`src/hw/parallel_io_regs.svh`:
```
`ifndef PARALLEL_IO_REGS_SVH
`define PARALLEL_IO_REGS_SVH

// ------------------------------------------------------------
// port geometry and reset values
// ------------------------------------------------------------
`define PIO_WIDTH          16
`define PIO_IMPL_MASK      16'h03ff
`define PIO_DIR_RESET      16'hffff
`define PIO_LATCH_RESET    16'h0000

// ------------------------------------------------------------
// register select codes
// ------------------------------------------------------------
`define PIO_SEL_DIR        2'h0
`define PIO_SEL_LATCH      2'h1
`define PIO_SEL_PIN        2'h2

`endif

```
`src/hw/parallel_io_pkg.sv`:
```
`include "parallel_io_regs.svh"

package parallel_io_pkg;

    typedef logic [`PIO_WIDTH-1:0] pio_word_t;

    typedef enum logic [1:0]
    {
        sel_dir   = `PIO_SEL_DIR,
        sel_latch = `PIO_SEL_LATCH,
        sel_pin   = `PIO_SEL_PIN
    } pio_sel_e;

    // software access to the port
    typedef struct packed
    {
        logic      wr;
        pio_sel_e  sel;
        pio_word_t wdata;
    } pio_access_s;

    // peripheral side of the output muxes
    typedef struct packed
    {
        pio_word_t enabled;
        pio_word_t driving;
        pio_word_t out_data;
        pio_word_t out_en_n;
    } pio_periph_s;

    // pad cell signals
    typedef struct packed
    {
        pio_word_t out_data;
        pio_word_t out_en_n;
    } pio_pad_s;

endpackage : parallel_io_pkg

```
`src/hw/pad_output_mux.sv`:
```
`include "parallel_io_regs.svh"

module pad_output_mux
#(
    parameter int WIDTH = `PIO_WIDTH
)
(
    // port side
    input  wire logic [WIDTH-1:0] port_data,
    input  wire logic [WIDTH-1:0] port_en_n,
    // peripheral side
    input  wire logic [WIDTH-1:0] periph_own,
    input  wire logic [WIDTH-1:0] periph_data,
    input  wire logic [WIDTH-1:0] periph_en_n,
    // pad side
    output logic      [WIDTH-1:0] pad_data,
    output logic      [WIDTH-1:0] pad_en_n
);

    genvar i;
    generate
        for (i = 0; i < WIDTH; i++)
        begin : g_bit
            assign pad_data[i] = periph_own[i] ? periph_data[i] : port_data[i];
            assign pad_en_n[i] = periph_own[i] ? periph_en_n[i] : port_en_n[i];
        end
    endgenerate

endmodule : pad_output_mux

```
`src/hw/shared_parallel_io_port.sv`:
```
// Function
// direction one is input, zero is output
// reset sets every implemented direction bit
// latch read returns latch, write latch
// pin read returns pins, write hits latch
// active peripheral disables port output driver
// idle enabled peripheral leaves port driving
// unimplemented bits disabled, all read zero
// multiplexers pick peripheral or port per pad
// analog pins read zero on pin read
// software sets analog pins to input
// software waits one cycle before port read
// input-only shared pins stay dedicated port
// analog select input forces pin read zero

`include "parallel_io_regs.svh"

module shared_parallel_io_port
#(
    parameter int                          WIDTH     = `PIO_WIDTH,
    parameter logic [`PIO_WIDTH-1:0]       IMPL_MASK = `PIO_IMPL_MASK
)
(
    // clock and reset
    input  wire logic                      clk_sys,
    input  wire logic                      reset,
    // software access
    input  wire parallel_io_pkg::pio_access_s acc,
    output logic [`PIO_WIDTH-1:0]          rdata,
    // configuration
    input  wire logic [`PIO_WIDTH-1:0]     analog_pin_select,
    input  wire logic [`PIO_WIDTH-1:0]     output_only_periph,
    // peripherals
    input  wire parallel_io_pkg::pio_periph_s periph,
    // pad cells
    input  wire logic [`PIO_WIDTH-1:0]     pad_in,
    output parallel_io_pkg::pio_pad_s      pad,
    // state view
    output logic [`PIO_WIDTH-1:0]          direction_reg,
    output logic [`PIO_WIDTH-1:0]          output_latch_reg
);

    import parallel_io_pkg::*;

    // ------------------------------------------------------------
    // internal signals
    // ------------------------------------------------------------
    // write strobes out of the access decode
    logic           wr_dir;
    logic           wr_latch;
    // next register values
    wire pio_word_t next_direction;
    wire pio_word_t next_latch;
    pio_word_t      next_rdata;
    // per-bit results of the generate loops
    wire pio_word_t next_pin_value;
    wire pio_word_t periph_own;
    wire pio_word_t periph_en_n;
    wire pio_word_t port_en_n;
    // sampled pin levels
    pio_word_t      pin_value_reg;
    // one index for every per-bit loop
    genvar          b;

    // ------------------------------------------------------------
    // constants
    // ------------------------------------------------------------
    // reset values trimmed to the pins that exist
    localparam pio_word_t DIR_RESET   = `PIO_DIR_RESET & IMPL_MASK;
    localparam pio_word_t LATCH_RESET = `PIO_LATCH_RESET & IMPL_MASK;

    // ------------------------------------------------------------
    // write decode
    // ------------------------------------------------------------
    // a write to the pin-value register lands in the latch
    always_comb
    begin
        wr_dir   = 1'b0;
        wr_latch = 1'b0;
        if (acc.wr)
        begin
            case (acc.sel)
                sel_dir:
                begin
                    wr_dir   = 1'b1;
                    wr_latch = 1'b0;
                end
                sel_latch:
                begin
                    wr_dir   = 1'b0;
                    wr_latch = 1'b1;
                end
                sel_pin:
                begin
                    wr_dir   = 1'b0;
                    wr_latch = 1'b1;
                end
                default:
                begin
                    // the unused select code writes nothing
                    wr_dir   = 1'b0;
                    wr_latch = 1'b0;
                end
            endcase
        end
    end

    // ------------------------------------------------------------
    // direction register
    // ------------------------------------------------------------
    generate
        for (b = 0; b < WIDTH; b++)
        begin : g_dir_next
            if (IMPL_MASK[b])
            begin : g_impl
                // write or hold
                assign next_direction[b] = wr_dir ? acc.wdata[b] : direction_reg[b];
            end
            else
            begin : g_gap
                // missing bit stays cleared
                assign next_direction[b] = 1'b0;
            end
        end
    endgenerate

    always_ff @(posedge clk_sys)
    begin
        // every implemented pin comes up as an input
        if (reset)
        begin
            direction_reg <= DIR_RESET; // see R2
        end
        else
        begin
            direction_reg <= next_direction;
        end
    end

    // ------------------------------------------------------------
    // output latch
    // ------------------------------------------------------------
    generate
        for (b = 0; b < WIDTH; b++)
        begin : g_latch_next
            if (IMPL_MASK[b])
            begin : g_impl
                // write or hold
                assign next_latch[b] = wr_latch ? acc.wdata[b] : output_latch_reg[b]; // see R3
            end
            else
            begin : g_gap
                // missing bit stays cleared
                assign next_latch[b] = 1'b0;
            end
        end
    endgenerate

    always_ff @(posedge clk_sys)
    begin
        // latch clears, port drivers stay off until the direction register is written
        if (reset)
        begin
            output_latch_reg <= LATCH_RESET;
        end
        else
        begin
            output_latch_reg <= next_latch;
        end
    end

    // ------------------------------------------------------------
    // pin sampling
    // ------------------------------------------------------------
    generate
        for (b = 0; b < WIDTH; b++)
        begin : g_sample
            if (IMPL_MASK[b])
            begin : g_impl
                // analog pins never reach the read path
                assign next_pin_value[b] = pad_in[b] && !analog_pin_select[b]; // see R9
            end
            else
            begin : g_gap
                // missing pin reads zero
                assign next_pin_value[b] = 1'b0;
            end
        end
    endgenerate

    always_ff @(posedge clk_sys)
    begin
        // two flop stages between pad and read data
        if (reset)
        begin
            pin_value_reg <= '0;
        end
        else
        begin
            pin_value_reg <= next_pin_value;
        end
    end

    // ------------------------------------------------------------
    // read path
    // ------------------------------------------------------------
    // read data follows the select of the previous cycle
    always_comb
    begin
        next_rdata = '0;
        case (acc.sel)
            sel_dir:
            begin
                next_rdata = direction_reg;
            end
            sel_latch:
            begin
                next_rdata = output_latch_reg;
            end
            sel_pin:
            begin
                next_rdata = pin_value_reg; // see R4
            end
            default:
            begin
                // the unused select code reads zero
                next_rdata = '0;
            end
        endcase
    end

    always_ff @(posedge clk_sys)
    begin
        // registered so read data stands for a full cycle
        if (reset)
        begin
            rdata <= '0;
        end
        else
        begin
            rdata <= next_rdata;
        end
    end

    // ------------------------------------------------------------
    // output ownership
    // ------------------------------------------------------------
    generate
        for (b = 0; b < WIDTH; b++)
        begin : g_owner
            if (IMPL_MASK[b])
            begin : g_impl
                // an idle or input-only peripheral leaves the pad to the port
                assign periph_own[b] = output_only_periph[b]
                                       && periph.enabled[b]
                                       && periph.driving[b]; // see R5 see R6
            end
            else
            begin : g_gap
                // missing pin has no peripheral
                assign periph_own[b] = 1'b0;
            end
        end
    endgenerate

    // ------------------------------------------------------------
    // output enables
    // ------------------------------------------------------------
    generate
        for (b = 0; b < WIDTH; b++)
        begin : g_enable
            if (IMPL_MASK[b])
            begin : g_impl
                // port driver off for input direction
                assign port_en_n[b]   = direction_reg[b];
                assign periph_en_n[b] = periph.out_en_n[b];
            end
            else
            begin : g_gap
                // missing pin is never driven
                assign port_en_n[b]   = 1'b1;
                assign periph_en_n[b] = 1'b1;
            end
        end
    endgenerate

    // ------------------------------------------------------------
    // pad multiplexers
    // ------------------------------------------------------------
    // data and enable of each pad come from one owner
    pad_output_mux
    #(
        .WIDTH       (WIDTH)
    )
    u_mux
    (
        .port_data   (output_latch_reg),
        .port_en_n   (port_en_n),
        .periph_own  (periph_own),
        .periph_data (periph.out_data),
        .periph_en_n (periph_en_n),
        .pad_data    (pad.out_data),
        .pad_en_n    (pad.out_en_n)
    );

endmodule : shared_parallel_io_port

```
`config.mk`:
```
export PLATFORM = sky130hd
export DESIGN_NAME = shared_parallel_io_port
export DESIGN_NICKNAME = d
export VERILOG_FILES = /design/src/hw/parallel_io_pkg.sv /design/src/hw/pad_output_mux.sv /design/src/hw/shared_parallel_io_port.sv
export VERILOG_INCLUDE_DIRS = /design/src /design/src/hw
export SDC_FILE = /design/constraint.sdc
export NUM_CORES = 1
export LEC_CHECK = 0
export ABC_AREA = 1
export BUFFER_PORTS_ARGS = -buffer_cell sky130_fd_sc_hd__buf_4
export CAP_MARGIN = 20
export CORE_MARGIN = 2
export CORE_UTILIZATION = 32
export DETAILED_ROUTE_END_ITERATION = 10
export GPL_TIMING_DRIVEN = 0
export PLACE_DENSITY = 0.76
export SYNTH_ARGS = -nofsm -noshare
export SYNTH_HDL_FRONTEND = slang
export SYNTH_HIERARCHICAL = 1
export SYNTH_SLANG_ARGS = --single-unit
```
`constraint.sdc`:
```
create_clock -name clk_sys -period 0.8 [get_ports clk_sys]
set_input_delay 0 -clock clk_sys [delete_from_list [all_inputs] [get_ports clk_sys]]
set_output_delay 0 -clock clk_sys [all_outputs]
set_load 0.01 [all_outputs]
```
== Yosys cells after proc, flatten, opt, wreduce, memory -nomap -nowiden ==
Cells that the tools add are included.
Storage, ports and cells
  flip-flop bits (word level): 64
  input bits: 133
  logic and storage cells: 76
Cells by class
  eq/ne operators: 2
  mux-type cells: 25
  reductions and logical operators: 42
Operators by type and width (count)
  case mux 16 bit (3 select lines): 1
  logical AND 1 bit: 30
  2-to-1 mux 1 bit: 24
  logical NOT 1 bit: 10
  == test 2 x 1 -> 1 bit, second input constant: 1
  == test 2 bit, second input constant: 1
  logical NOT 2 bit: 1
  OR reduction 2 bit: 1

== Longest topological paths before layout ==
Gate-level depths: netlist of the first run.
  depth in word-level cells: 4
  gate-level depth with buffers: 7
  gate-level depth less buffers: 6

== Hierarchy ==
Netlist of the first run, hierarchy kept.
By module, submodules not included
  shared_parallel_io_port: instances 1, cells an instance 230, area each 1706.6 um2
  pad_output_mux: instances 1, cells an instance 112, area each 420.4 um2

== Worst setup path after synthesis of the first run ==
No wires, ideal clock.
  path type: input to register
  start point: in acc[16] (netlist name)
  end point: reg output_latch_reg[0]
  setup time: 70 ps
  arrival time: 684 ps
  data required time: 730 ps
  setup slack: 45 ps
  stages: 5
  path through: inv_1 > ha_1 > nand2_1 > nand2_1 > a21oi_1
On the way
  cells in the longest elaborated chain, start to end: 4
  elaborated cells on any way between the ends: 5
RTL lines
  start: declaration: line shared_parallel_io_port.sv:28  | input wire parallel_io_pkg::pio_access_s acc,
  == test 2 bit or == test 2 x 1 -> 1 bit (tied branches): line shared_parallel_io_port.sv:82  | case (acc.sel)
  OR reduction 2 bit (no line) *
  2-to-1 mux 1 bit *: line shared_parallel_io_port.sv:82
  2-to-1 mux 1 bit *: line shared_parallel_io_port.sv:80  | if (acc.wr)
  end signal: assignment: line shared_parallel_io_port.sv:168  | output_latch_reg <= next_latch;
  end: declaration: line shared_parallel_io_port.sv:40  | output logic [`PIO_WIDTH-1:0] output_latch_reg
Every way passes the cells marked *; elsewhere a longest branch is shown, timed or not.
A chain may end at the register's enable or synchronous reset.

==> results.yml, run 1 <==
outcome:
  status: "finished, violations left"
  violations: "negative setup slack"
cts:
  cts_root_buf: "clkbuf_8"
  cts_tree: "built"
  cts_sinks: 40
  clkTransAtPathRegs_ps: 80
  htree_levels: 2
  clock_path_buffers: 2
  clock_latency_ps: 300
  cts_buffers: 5
worst_setup_path:
  worstPathArrival_ps: 890
  cpMaxStageDelayCell: "dfxtp_2"
  cp_data_required_time_ps: 800
  worst_setup_path_end_kind: "output pin"
  cp_num_buf_inv: 1
  crit_chain: "nand2_2 -> nand2_2 -> buf_6"
  reg2reg_depth: 5
  crit_family: "flip-flops"
  path_depth: 3
  max_stage_delay_ps: 380
  critical_path_class: "flip-flop to output pin"
  cp-start-kind: "flip-flop"
  crit_top_cell: "nand2_2"
  crit_fanout: 3
die:
  rows: 29
  die_h_um: 85.5
  fp.dieW_um: 85.5
  start_util: 0.333
  dieArea_um2: 7320
  ioPinCount: 213
  fp.coreArea_um2: 6390
timing:
  setup_ws_ps: -91.8
  finalHoldViolCount: 0
  fin_crit_ps: 892
  maxSlewViolCount: 0
  rsz0062_at_grt: "yes"
  setup_viol: 23
  fin_crit_sh: 1.11
  finalClockSkew_ps: 9.33
  relSlewSlack: 0.601
  fmax_mhz: 1120
  tightest_slew_ps: 599
global_routing:
  grt_pass1_wl_um: 11800
  grt_max_degree: 13
  antenna_found_initial: 0
  overflow: 0
  grt_pass1_vias: 2632
  grt_util_all_layers: 0.202
min_path:
  hold_depth: 4
  worstHoldPathType: "primary input to flip-flop"
detailed_routing:
  routed_wl_um: 7830
  detail-route-antenna-nets: 0
  first_pass_iters: 4
  drc: 0
  vias: 2868
  vias_per_cell: 4.29
  wl_per_cell_um: 11.7
  drt_iter0_markers: 117
logic_synthesis:
  ys_warn_count: 6
  synth_top_cell_area_share: 0.376
  synth_seq_cells: 40
  yosys-top-cells-count: "178 x nand2_1, 40 x dfxtp_1, 30 x nand3_1, 29 x inv_1, 19 x buf_4"
  yosysTopAreaCell: "dfxtp_1"
  ys_seq_area_frac: 0.376
  synth_edf_count: 0
  yosys_most_used_dff: "dfxtp_1"
  synth_area_leaders: "dfxtp_1 38%, nand2_1 31%, nand3_1 7.1%"
  yosysMostFrequentCell: "nand2_1"
  synth_cell_types: 14
  synth.avg_cell_area_um2: 6.22
  async_reset_ff_frac: 0
  syn_area_um2: 2130
  synthesis.instances: 342
placed_design:
  gp_congestion: 0.708
  dp_hpwl_um: 5270
  io_buffers: 140
  dp_slack_ps: -289
final_layout:
  finish.utilization: 0.678
  n_antenna_cell: 0
  drive_gt1_frac: 0.434
  synthToLayoutAreaGrowth_pct: 103
  nets: 728
pwr:
  power.density_nw_per_um2: 1270
  ir_worst_vdd_mv: 0.975
  power.leakage_nw: 2.42
run:
  drv_cap: 0
layout by cell type, fill, tap and decap left out, types with 2 or more instances in the layout:
master / instances
nand2_1: 143
buf_4: 142
conb_1: 54
buf_6: 37
nand2_2: 35
dlygate4sd3_1: 30
inv_1: 29
nand3_1: 25
dfxtp_1: 20
dfxtp_2: 15
and3_1: 10
nor2_1: 10
a21oi_1: 8
buf_2: 6
nand3_2: 5
clkbuf_8: 5
dfxtp_4: 5
ha_1: 4
a21oi_2: 2
report_power, final:
group | internal [W] | switching (W)
logic | 0.000945 | 0.000730
clock network | 0.000926 | 0.000708
registers | 0.00209 | 0.0000751
metrics by stage:
| stage | cell area [um^2] | TNS [ps] | power, W | hold slack [ps] | cells |
|---|---|---|---|---|---|
| finish | 4330 | -1580 | 0.00548 | 53.2 | 669 |
| global route | 4330 | -2570 | 0.00574 | 56.9 | 669 |
| CTS | 4080 | -1450 | 0.00534 | 45.3 | 666 |
| detailed placement | 3470 | -5530 | 0.00350 | 159 | 611 |
| global placement | 3470 | -4580 | 0.00347 | 158 | 611 |
| floorplan | 2320 | 0 | 0.00281 | 71.8 | 394 |
cell families (layout without fill, tap and decap cells):
family | count (synthesis) | after routing | share of synthesized area
and+or+nand+nor | 229 | 229 | 0.435
buffers and inverters | 57 | 255 | 0.138
DFF | 40 | 40 | 0.376
AOI/OAI and AO/OA | 10 | 10 | 0.0235
adders and majority gates | 4 | 4 | 0.0235
other | 2 | 54 | 0.00353
final timing paths:
kind / slack, ps / end / start
hold reg to reg: 520 / output_latch_reg[9]$_SDFFE_PP0P_ / output_latch_reg[9]$_SDFFE_PP0P_
hold / removal: 50 / rdata[9]$_SDFF_PP0_ / reset
setup reg to reg: -10 / rdata[5]$_SDFF_PP0_ / direction_reg[5]$_SDFFE_PP1P_
setup / recovery: -90 / pad[4] / direction_reg[4]$_SDFFE_PP1P_
repair_timing:
item | CTS | global route
gates cloned | 0 | 0
hold endpoints to repair | 30 | 0
hold buffers | 30 | 0
pin swaps | 14 | 23
gates resized for setup | 35 | 70
setup endpoints to repair | 40 | 43
setup buffers | 17 | 3
metal layers:
metal	part of all wire	GRT usage	vias to the layer above
met5	0	0	-
met4	0.010	0.0491	0
met2	0.55	0.400	118
li1	-	-	1465
met3	0.081	0.0423	8
met1	0.35	0.214	1277
worst min-delay path, delay by kind of cell:
kind / cells / cell delay (ps)
buffers and inverters: 2 / 130
AND/OR/NAND/NOR: 2 / 190
layout make-up:
class,count,area (um^2)
clock inverter,2,35.0
timing repair buffer,190,1640
fill,565,2060
clock buffer,6,72.6
sequential,40,838
multi-input combinational,297,1350
buffer,27,184
tap,77,96.3
inverter,30,113
Power figures use the tool's default switching activity.
==> run 2, diff against run 1 <==
--- a/config.mk
+++ b/config.mk
@@ -13,7 +13,7 @@
 export CORE_UTILIZATION = 32
 export DETAILED_ROUTE_END_ITERATION = 10
 export GPL_TIMING_DRIVEN = 0
-export PLACE_DENSITY = 0.76
+export PLACE_DENSITY = 0.75
 export SYNTH_ARGS = -nofsm -noshare
 export SYNTH_HDL_FRONTEND = slang
 export SYNTH_HIERARCHICAL = 1
==> results.yml, run 2 (synthesis gave the netlist of run 1 again) <==
worst_setup_path:
  crit_fanout: 3
  worst_setup_path_end_kind: "output pin"
  critical_path_class: "flip-flop to output pin"
  crit_chain: "nand2_1 -> nand2_1 -> buf_6"
  crit_top_cell: "nand2_1"
  cp_data_required_time_ps: 800
  cpMaxStageDelayCell: "dfxtp_2"
  worstPathArrival_ps: 920
  max_stage_delay_ps: 360
  cp_num_buf_inv: 1
  cp-start-kind: "flip-flop"
  crit_family: "flip-flops"
global_routing:
  overflow: 0
  grt_util_all_layers: 0.208
  antenna_found_initial: 0
  grt_max_degree: 14
  grt_pass1_vias: 2704
  grt_pass1_wl_um: 12100
cts:
  cts_tree: "built"
  htree_levels: 2
  clock_latency_ps: 290
  cts_buffers: 5
  cts_sinks: 40
  clkTransAtPathRegs_ps: 80
  clock_path_buffers: 2
  cts_root_buf: "clkbuf_8"
min_path:
  worstHoldPathType: "primary input to flip-flop"
final_layout:
  final_cell_mix: "157 x nand2_1, 151 x buf_4, 54 x conb_1"
  nets: 730
  drive_gt1_frac: 0.411
  layout.cells.non_filler: 671
  nFillCells: 569
  n_antenna_cell: 0
  synthToLayoutAreaGrowth_pct: 101
  final_area_um2: 4270
  final_common_cell: "nand2_1"
timing:
  finalHoldViolCount: 0
  rsz0062_at_grt: "yes"
  tightest_slew_ps: 545
  finalClockSkew_ps: 4.05
  fin_crit_sh: 1.16
  fin_crit_ps: 924
  fmax_mhz: 1080
  relSlewSlack: 0.637
  setup_ws_ps: -124
  setup_viol: 23
  tns_ps: -1610
  maxSlewViolCount: 0
die:
  rows: 29
  die_h_um: 85.5
  fp.coreArea_um2: 6390
  dieArea_um2: 7320
  start_util: 0.333
  ioPinCount: 213
  fp.dieW_um: 85.5
outcome:
  status: "finished, violations left"
  violations: "negative setup slack"
pwr:
  ir_worst_vdd_mv: 0.928
  power.leakage_nw: 2.43
  power.density_nw_per_um2: 1280
detailed_routing:
  wl_per_cell_um: 11.8
  drt_iter0_markers: 90
  vias_per_cell: 4.32
  drc: 0
  routed_wl_um: 7930
  first_pass_iters: 4
  vias: 2896
  detail-route-antenna-nets: 0
placed_design:
  gp_congestion: 0.724
  dp_cells: 611
  post_dp_cell_area_um2: 3470
  io_buffers: 140
  dp_hpwl_um: 5280
run:
  drv_cap: 0
[run 2: what timing repair did]
item / in CTS / in global routing
hold buffers: 30 / 0
hold endpoints to repair: 30 / 0
pin swaps: 12 / 20
buffers inserted: 18 / 4
endpoints found under the setup margin: 41 / 41
gates resized for setup: 38 / 40
[run 2: per-layer routing]
metal,track usage,vias up,wire [um],part of all wire
met3,0.0433,9,677,0.085
met2,0.404,129,4360,0.55
met5,0,-,0,0
li1,-,1470,-,-
met1,0.223,1288,2810,0.35
met4,0.0620,0,80,0.010
[run 2: stage by stage]
stage / util / setup slack (ps) / power [W] / hold slack (ps)
detailed placement: 0.543 / -309 / 0.00350 / 158
global route: 0.668 / -169 / 0.00574 / 73.0
floorplan: - / 45.3 / 0.00281 / 71.8
global placement: 0.543 / -253 / 0.00348 / 158
CTS: 0.643 / -90.9 / 0.00539 / 52.0
finish: 0.668 / -124 / 0.00548 / 60.7
[run 2: layout make-up]
type	instances	area [um^2]	area share
timing repair buffer	192	1630	0.382
multi-input combinational	297	1310	0.306
sequential	40	828	0.194
buffer	27	184	0.0431
inverter	30	113	0.0264
tap	77	96.3	0.0226
clock buffer	5	68.8	0.0161
clock inverter	3	42.5	0.00997
[run 2: path summary, 6_finish.rpt]
kind	startpoint	end	slack (ps)	cells past startpoint
min	reset	rdata[6]$_SDFF_PP0_	60	4
max reg2reg	direction_reg[0]$_SDFFE_PP1P_	rdata[0]$_SDFF_PP0_	20	5
min reg2reg	direction_reg[9]$_SDFFE_PP1P_	direction_reg[9]$_SDFFE_PP1P_	510	2
max	direction_reg[0]$_SDFFE_PP1P_	pad[0]	-120	3
[run 2: tightest hold or removal path: stages]
cell and delay (ps):
buf_4 100, nor2_2 100, nand2_1 90, inv_1 30
[run 2: power breakdown]
group          total [W]  switching [W]  internal (W)
Clock            0.00165       0.000729      0.000923
Sequential       0.00216      0.0000650       0.00210
Combinational    0.00166       0.000730      0.000929
Total            0.00548        0.00152       0.00395
==> run 3, diff against run 2 <==
--- a/config.mk
+++ b/config.mk
@@ -16,5 +16,4 @@
 export PLACE_DENSITY = 0.75
 export SYNTH_ARGS = -nofsm -noshare
 export SYNTH_HDL_FRONTEND = slang
-export SYNTH_HIERARCHICAL = 1
 export SYNTH_SLANG_ARGS = --single-unit
==> results.yml, run 3 <==
worst_setup_path:
  max_stage_delay_ps: 370
  crit_family: "flip-flops"
  crit_chain: "nand2_1 -> o21ai_1 -> buf_4"
  r2r_slack_ps: -60
  critical_path_class: "flip-flop to output pin"
  cp_num_buf_inv: 1
  worstPathArrival_ps: 920
  cpMaxStageDelayCell: "dfxtp_4"
  crit_fanout: 3
  cp-start-kind: "flip-flop"
  cp_data_required_time_ps: 800
  worst_setup_path_end_kind: "output pin"
final_layout:
  seq_area_um2: 833
  final_cell_mix: "162 x buf_4, 80 x nand2_1, 32 x inv_1"
  drive_gt1_frac: 0.536
  layout.cells.non_filler: 606
  nets: 664
  synthToLayoutAreaGrowth_pct: 98.1
  final_common_cell: "buf_4"
  multiInputGateArea_um2: 1160
  nFillCells: 533
timing:
  rsz0062_at_grt: "yes"
  tightest_slew_ps: 556
  setup_viol: 32
  fin_crit_sh: 1.15
  finalClockSkew_ps: 2.35
  holdWs_ps: 77.8
  fin_crit_ps: 923
  finalHoldViolCount: 0
  fmax_mhz: 1080
  maxSlewViolCount: 0
  relSlewSlack: 0.629
  setup_ws_ps: -123
logic_synthesis:
  syn_area_um2: 2130
  ys_warn_count: 0
  synthesis.instances: 302
  synth_seq_cells: 40
  synth_cell_types: 16
  synth_top_cell_area_share: 0.376
  synth_edf_count: 0
  async_reset_ff_frac: 0
  ys_seq_area_frac: 0.376
  yosys-top-cells-count: "102 x nand2_1, 40 x dfxtp_1, 32 x inv_1, 31 x buf_4, 30 x nand3_1"
  yosysMostFrequentCell: "nand2_1"
  yosys_most_used_dff: "dfxtp_1"
  synth_area_leaders: "dfxtp_1 38%, nand2_1 18%, buf_4 11%"
  synth.avg_cell_area_um2: 7.05
  yosysTopAreaCell: "dfxtp_1"
cts:
  cts_root_buf: "clkbuf_8"
  cts_sinks: 40
  clock_path_buffers: 2
  cts_tree: "built"
  clock_latency_ps: 290
  htree_levels: 2
  clkTransAtPathRegs_ps: 80
  cts_buffers: 5
detailed_routing:
  drt_iter0_markers: 73
  vias: 2626
  vias_per_cell: 4.33
  detail-route-antenna-nets: 0
  drc: 0
  wl_per_cell_um: 12.1
  first_pass_iters: 4
  routed_wl_um: 7350
global_routing:
  grt_pass1_vias: 2602
  grt_max_degree: 13
  overflow: 0
  grt_pass1_wl_um: 11200
  antenna_found_initial: 1
  grt_util_all_layers: 0.192
placed_design:
  dp_cells: 541
  gp_congestion: 0.769
  dp_hpwl_um: 4860
  io_buffers: 134
die:
  dieArea_um2: 7320
  rows: 29
  die_h_um: 85.6
  fp.dieW_um: 85.6
  start_util: 0.333
  ioPinCount: 213
  fp.coreArea_um2: 6390
pwr:
  p_int_w: 0.00397
  clkPwrFrac: 0.297
  power_switching_share: 0.272
  p_comb_frac: 0.308
  p_seq_frac: 0.396
  p_switching_w: 0.00148
  ir_worst_vdd_mv: 1.00
  power.leakage_nw: 2.31
  power.density_nw_per_um2: 1290
outcome:
  violations: "negative setup slack"
  status: "finished, violations left"
run:
  drv_cap: 0
min_path:
  worstHoldPathType: "primary input to flip-flop"
[run 3: cell count changes after synthesis]
cell	previous run	this run
o21ai_0	0	20
a21oi_2	0	10
inv_1	29	32
buf_2	7	6
and3_1	10	0
buf_6	0	1
nand3_2	0	10
inv_2	1	2
buf_4	19	31
a21oi_1	10	0
clkbuf_2	0	1
nand2_1	178	102
buf_1	1	0
[run 3: tightest hold or removal path: cells and delay by family]
kind / cells / cell delay [ps]
buffers and inverters: 2 / 130
AND/OR/NAND/NOR: 2 / 200
[run 3: path summary, 6_finish.rpt]
| path | start | endpoint | cells past startpoint |
|---|---|---|---|
| worst max-delay path | output_latch_reg[4]$_SDFFE_PP0P_ | pad[20] | 3 |
| worst min-delay path | reset | rdata[5]$_SDFF_PP0_ | 4 |
| worst min register to register | output_latch_reg[8]$_SDFFE_PP0P_ | output_latch_reg[8]$_SDFFE_PP0P_ | 2 |
| worst max register to register | output_latch_reg[5]$_SDFFE_PP0P_ | rdata[5]$_SDFF_PP0_ | 6 |
[run 3: area by class of cell]
cell class,count,area share
Inverter,34,0.0302
Sequential cell,40,0.198
Multi-Input combinational cell,217,0.276
Tap cell,77,0.0228
Buffer,39,0.0661
Clock inverter,2,0.00830
Timing Repair Buffer,190,0.382
Clock buffer,6,0.0172
Antenna cell,1,0.000593
[run 3: metal layers]
metal  share of wire  vias up  GRT usage
met4           0.022        0     0.0722
met3           0.073       14     0.0452
li1                -     1330          -
met2            0.54      106      0.365
met5               0        -          0
met1            0.36     1176      0.204
[run 3: per-stage QoR]
stage	setup slack, ps	total power (W)	cell area, um^2	setup TNS, ps	util
global route	-191	0.00576	4220	-4360	0.661
CTS	-124	0.00539	4040	-2920	0.632
global placement	-263	0.00346	3340	-5230	0.523
detailed placement	-279	0.00349	3340	-5710	0.523
floorplan	24.3	0.00282	2230	0	-
finish	-123	0.00546	4220	-2590	0.661
[run 3: power groups by stage]
stage	Clock, W	Sequential (W)	Combinational, W
CTS	0.00166	0.00216	0.00157
finish	0.00162	0.00216	0.00168
detailed placement	0	0.00221	0.00128
global route	0.00177	0.00217	0.00182
global placement	0	0.00221	0.00125
floorplan	0	0.00223	0.000587
[run 3: cell families (layout without fill, tap and decap cells)]
family                     count (synthesis)  after routing  share of synthesized area
DFF                                       40             40                      0.376
AOI/OAI and AO/OA                         30             30                     0.0881
and+or+nand+nor                          153            153                      0.318
adders and majority gates                  4              4                     0.0235
buffers and inverters                     73            271                      0.191
other                                      2             31                    0.00353
[run 3: what timing repair did]
item                                    4_1_cts  5_1_grt
endpoints found under the hold margin        30        0
pin swaps                                     2       10
setup buffers                                24        2
endpoints found under the setup margin       40       52
hold buffers                                 30        0
gates resized for setup                      63       48
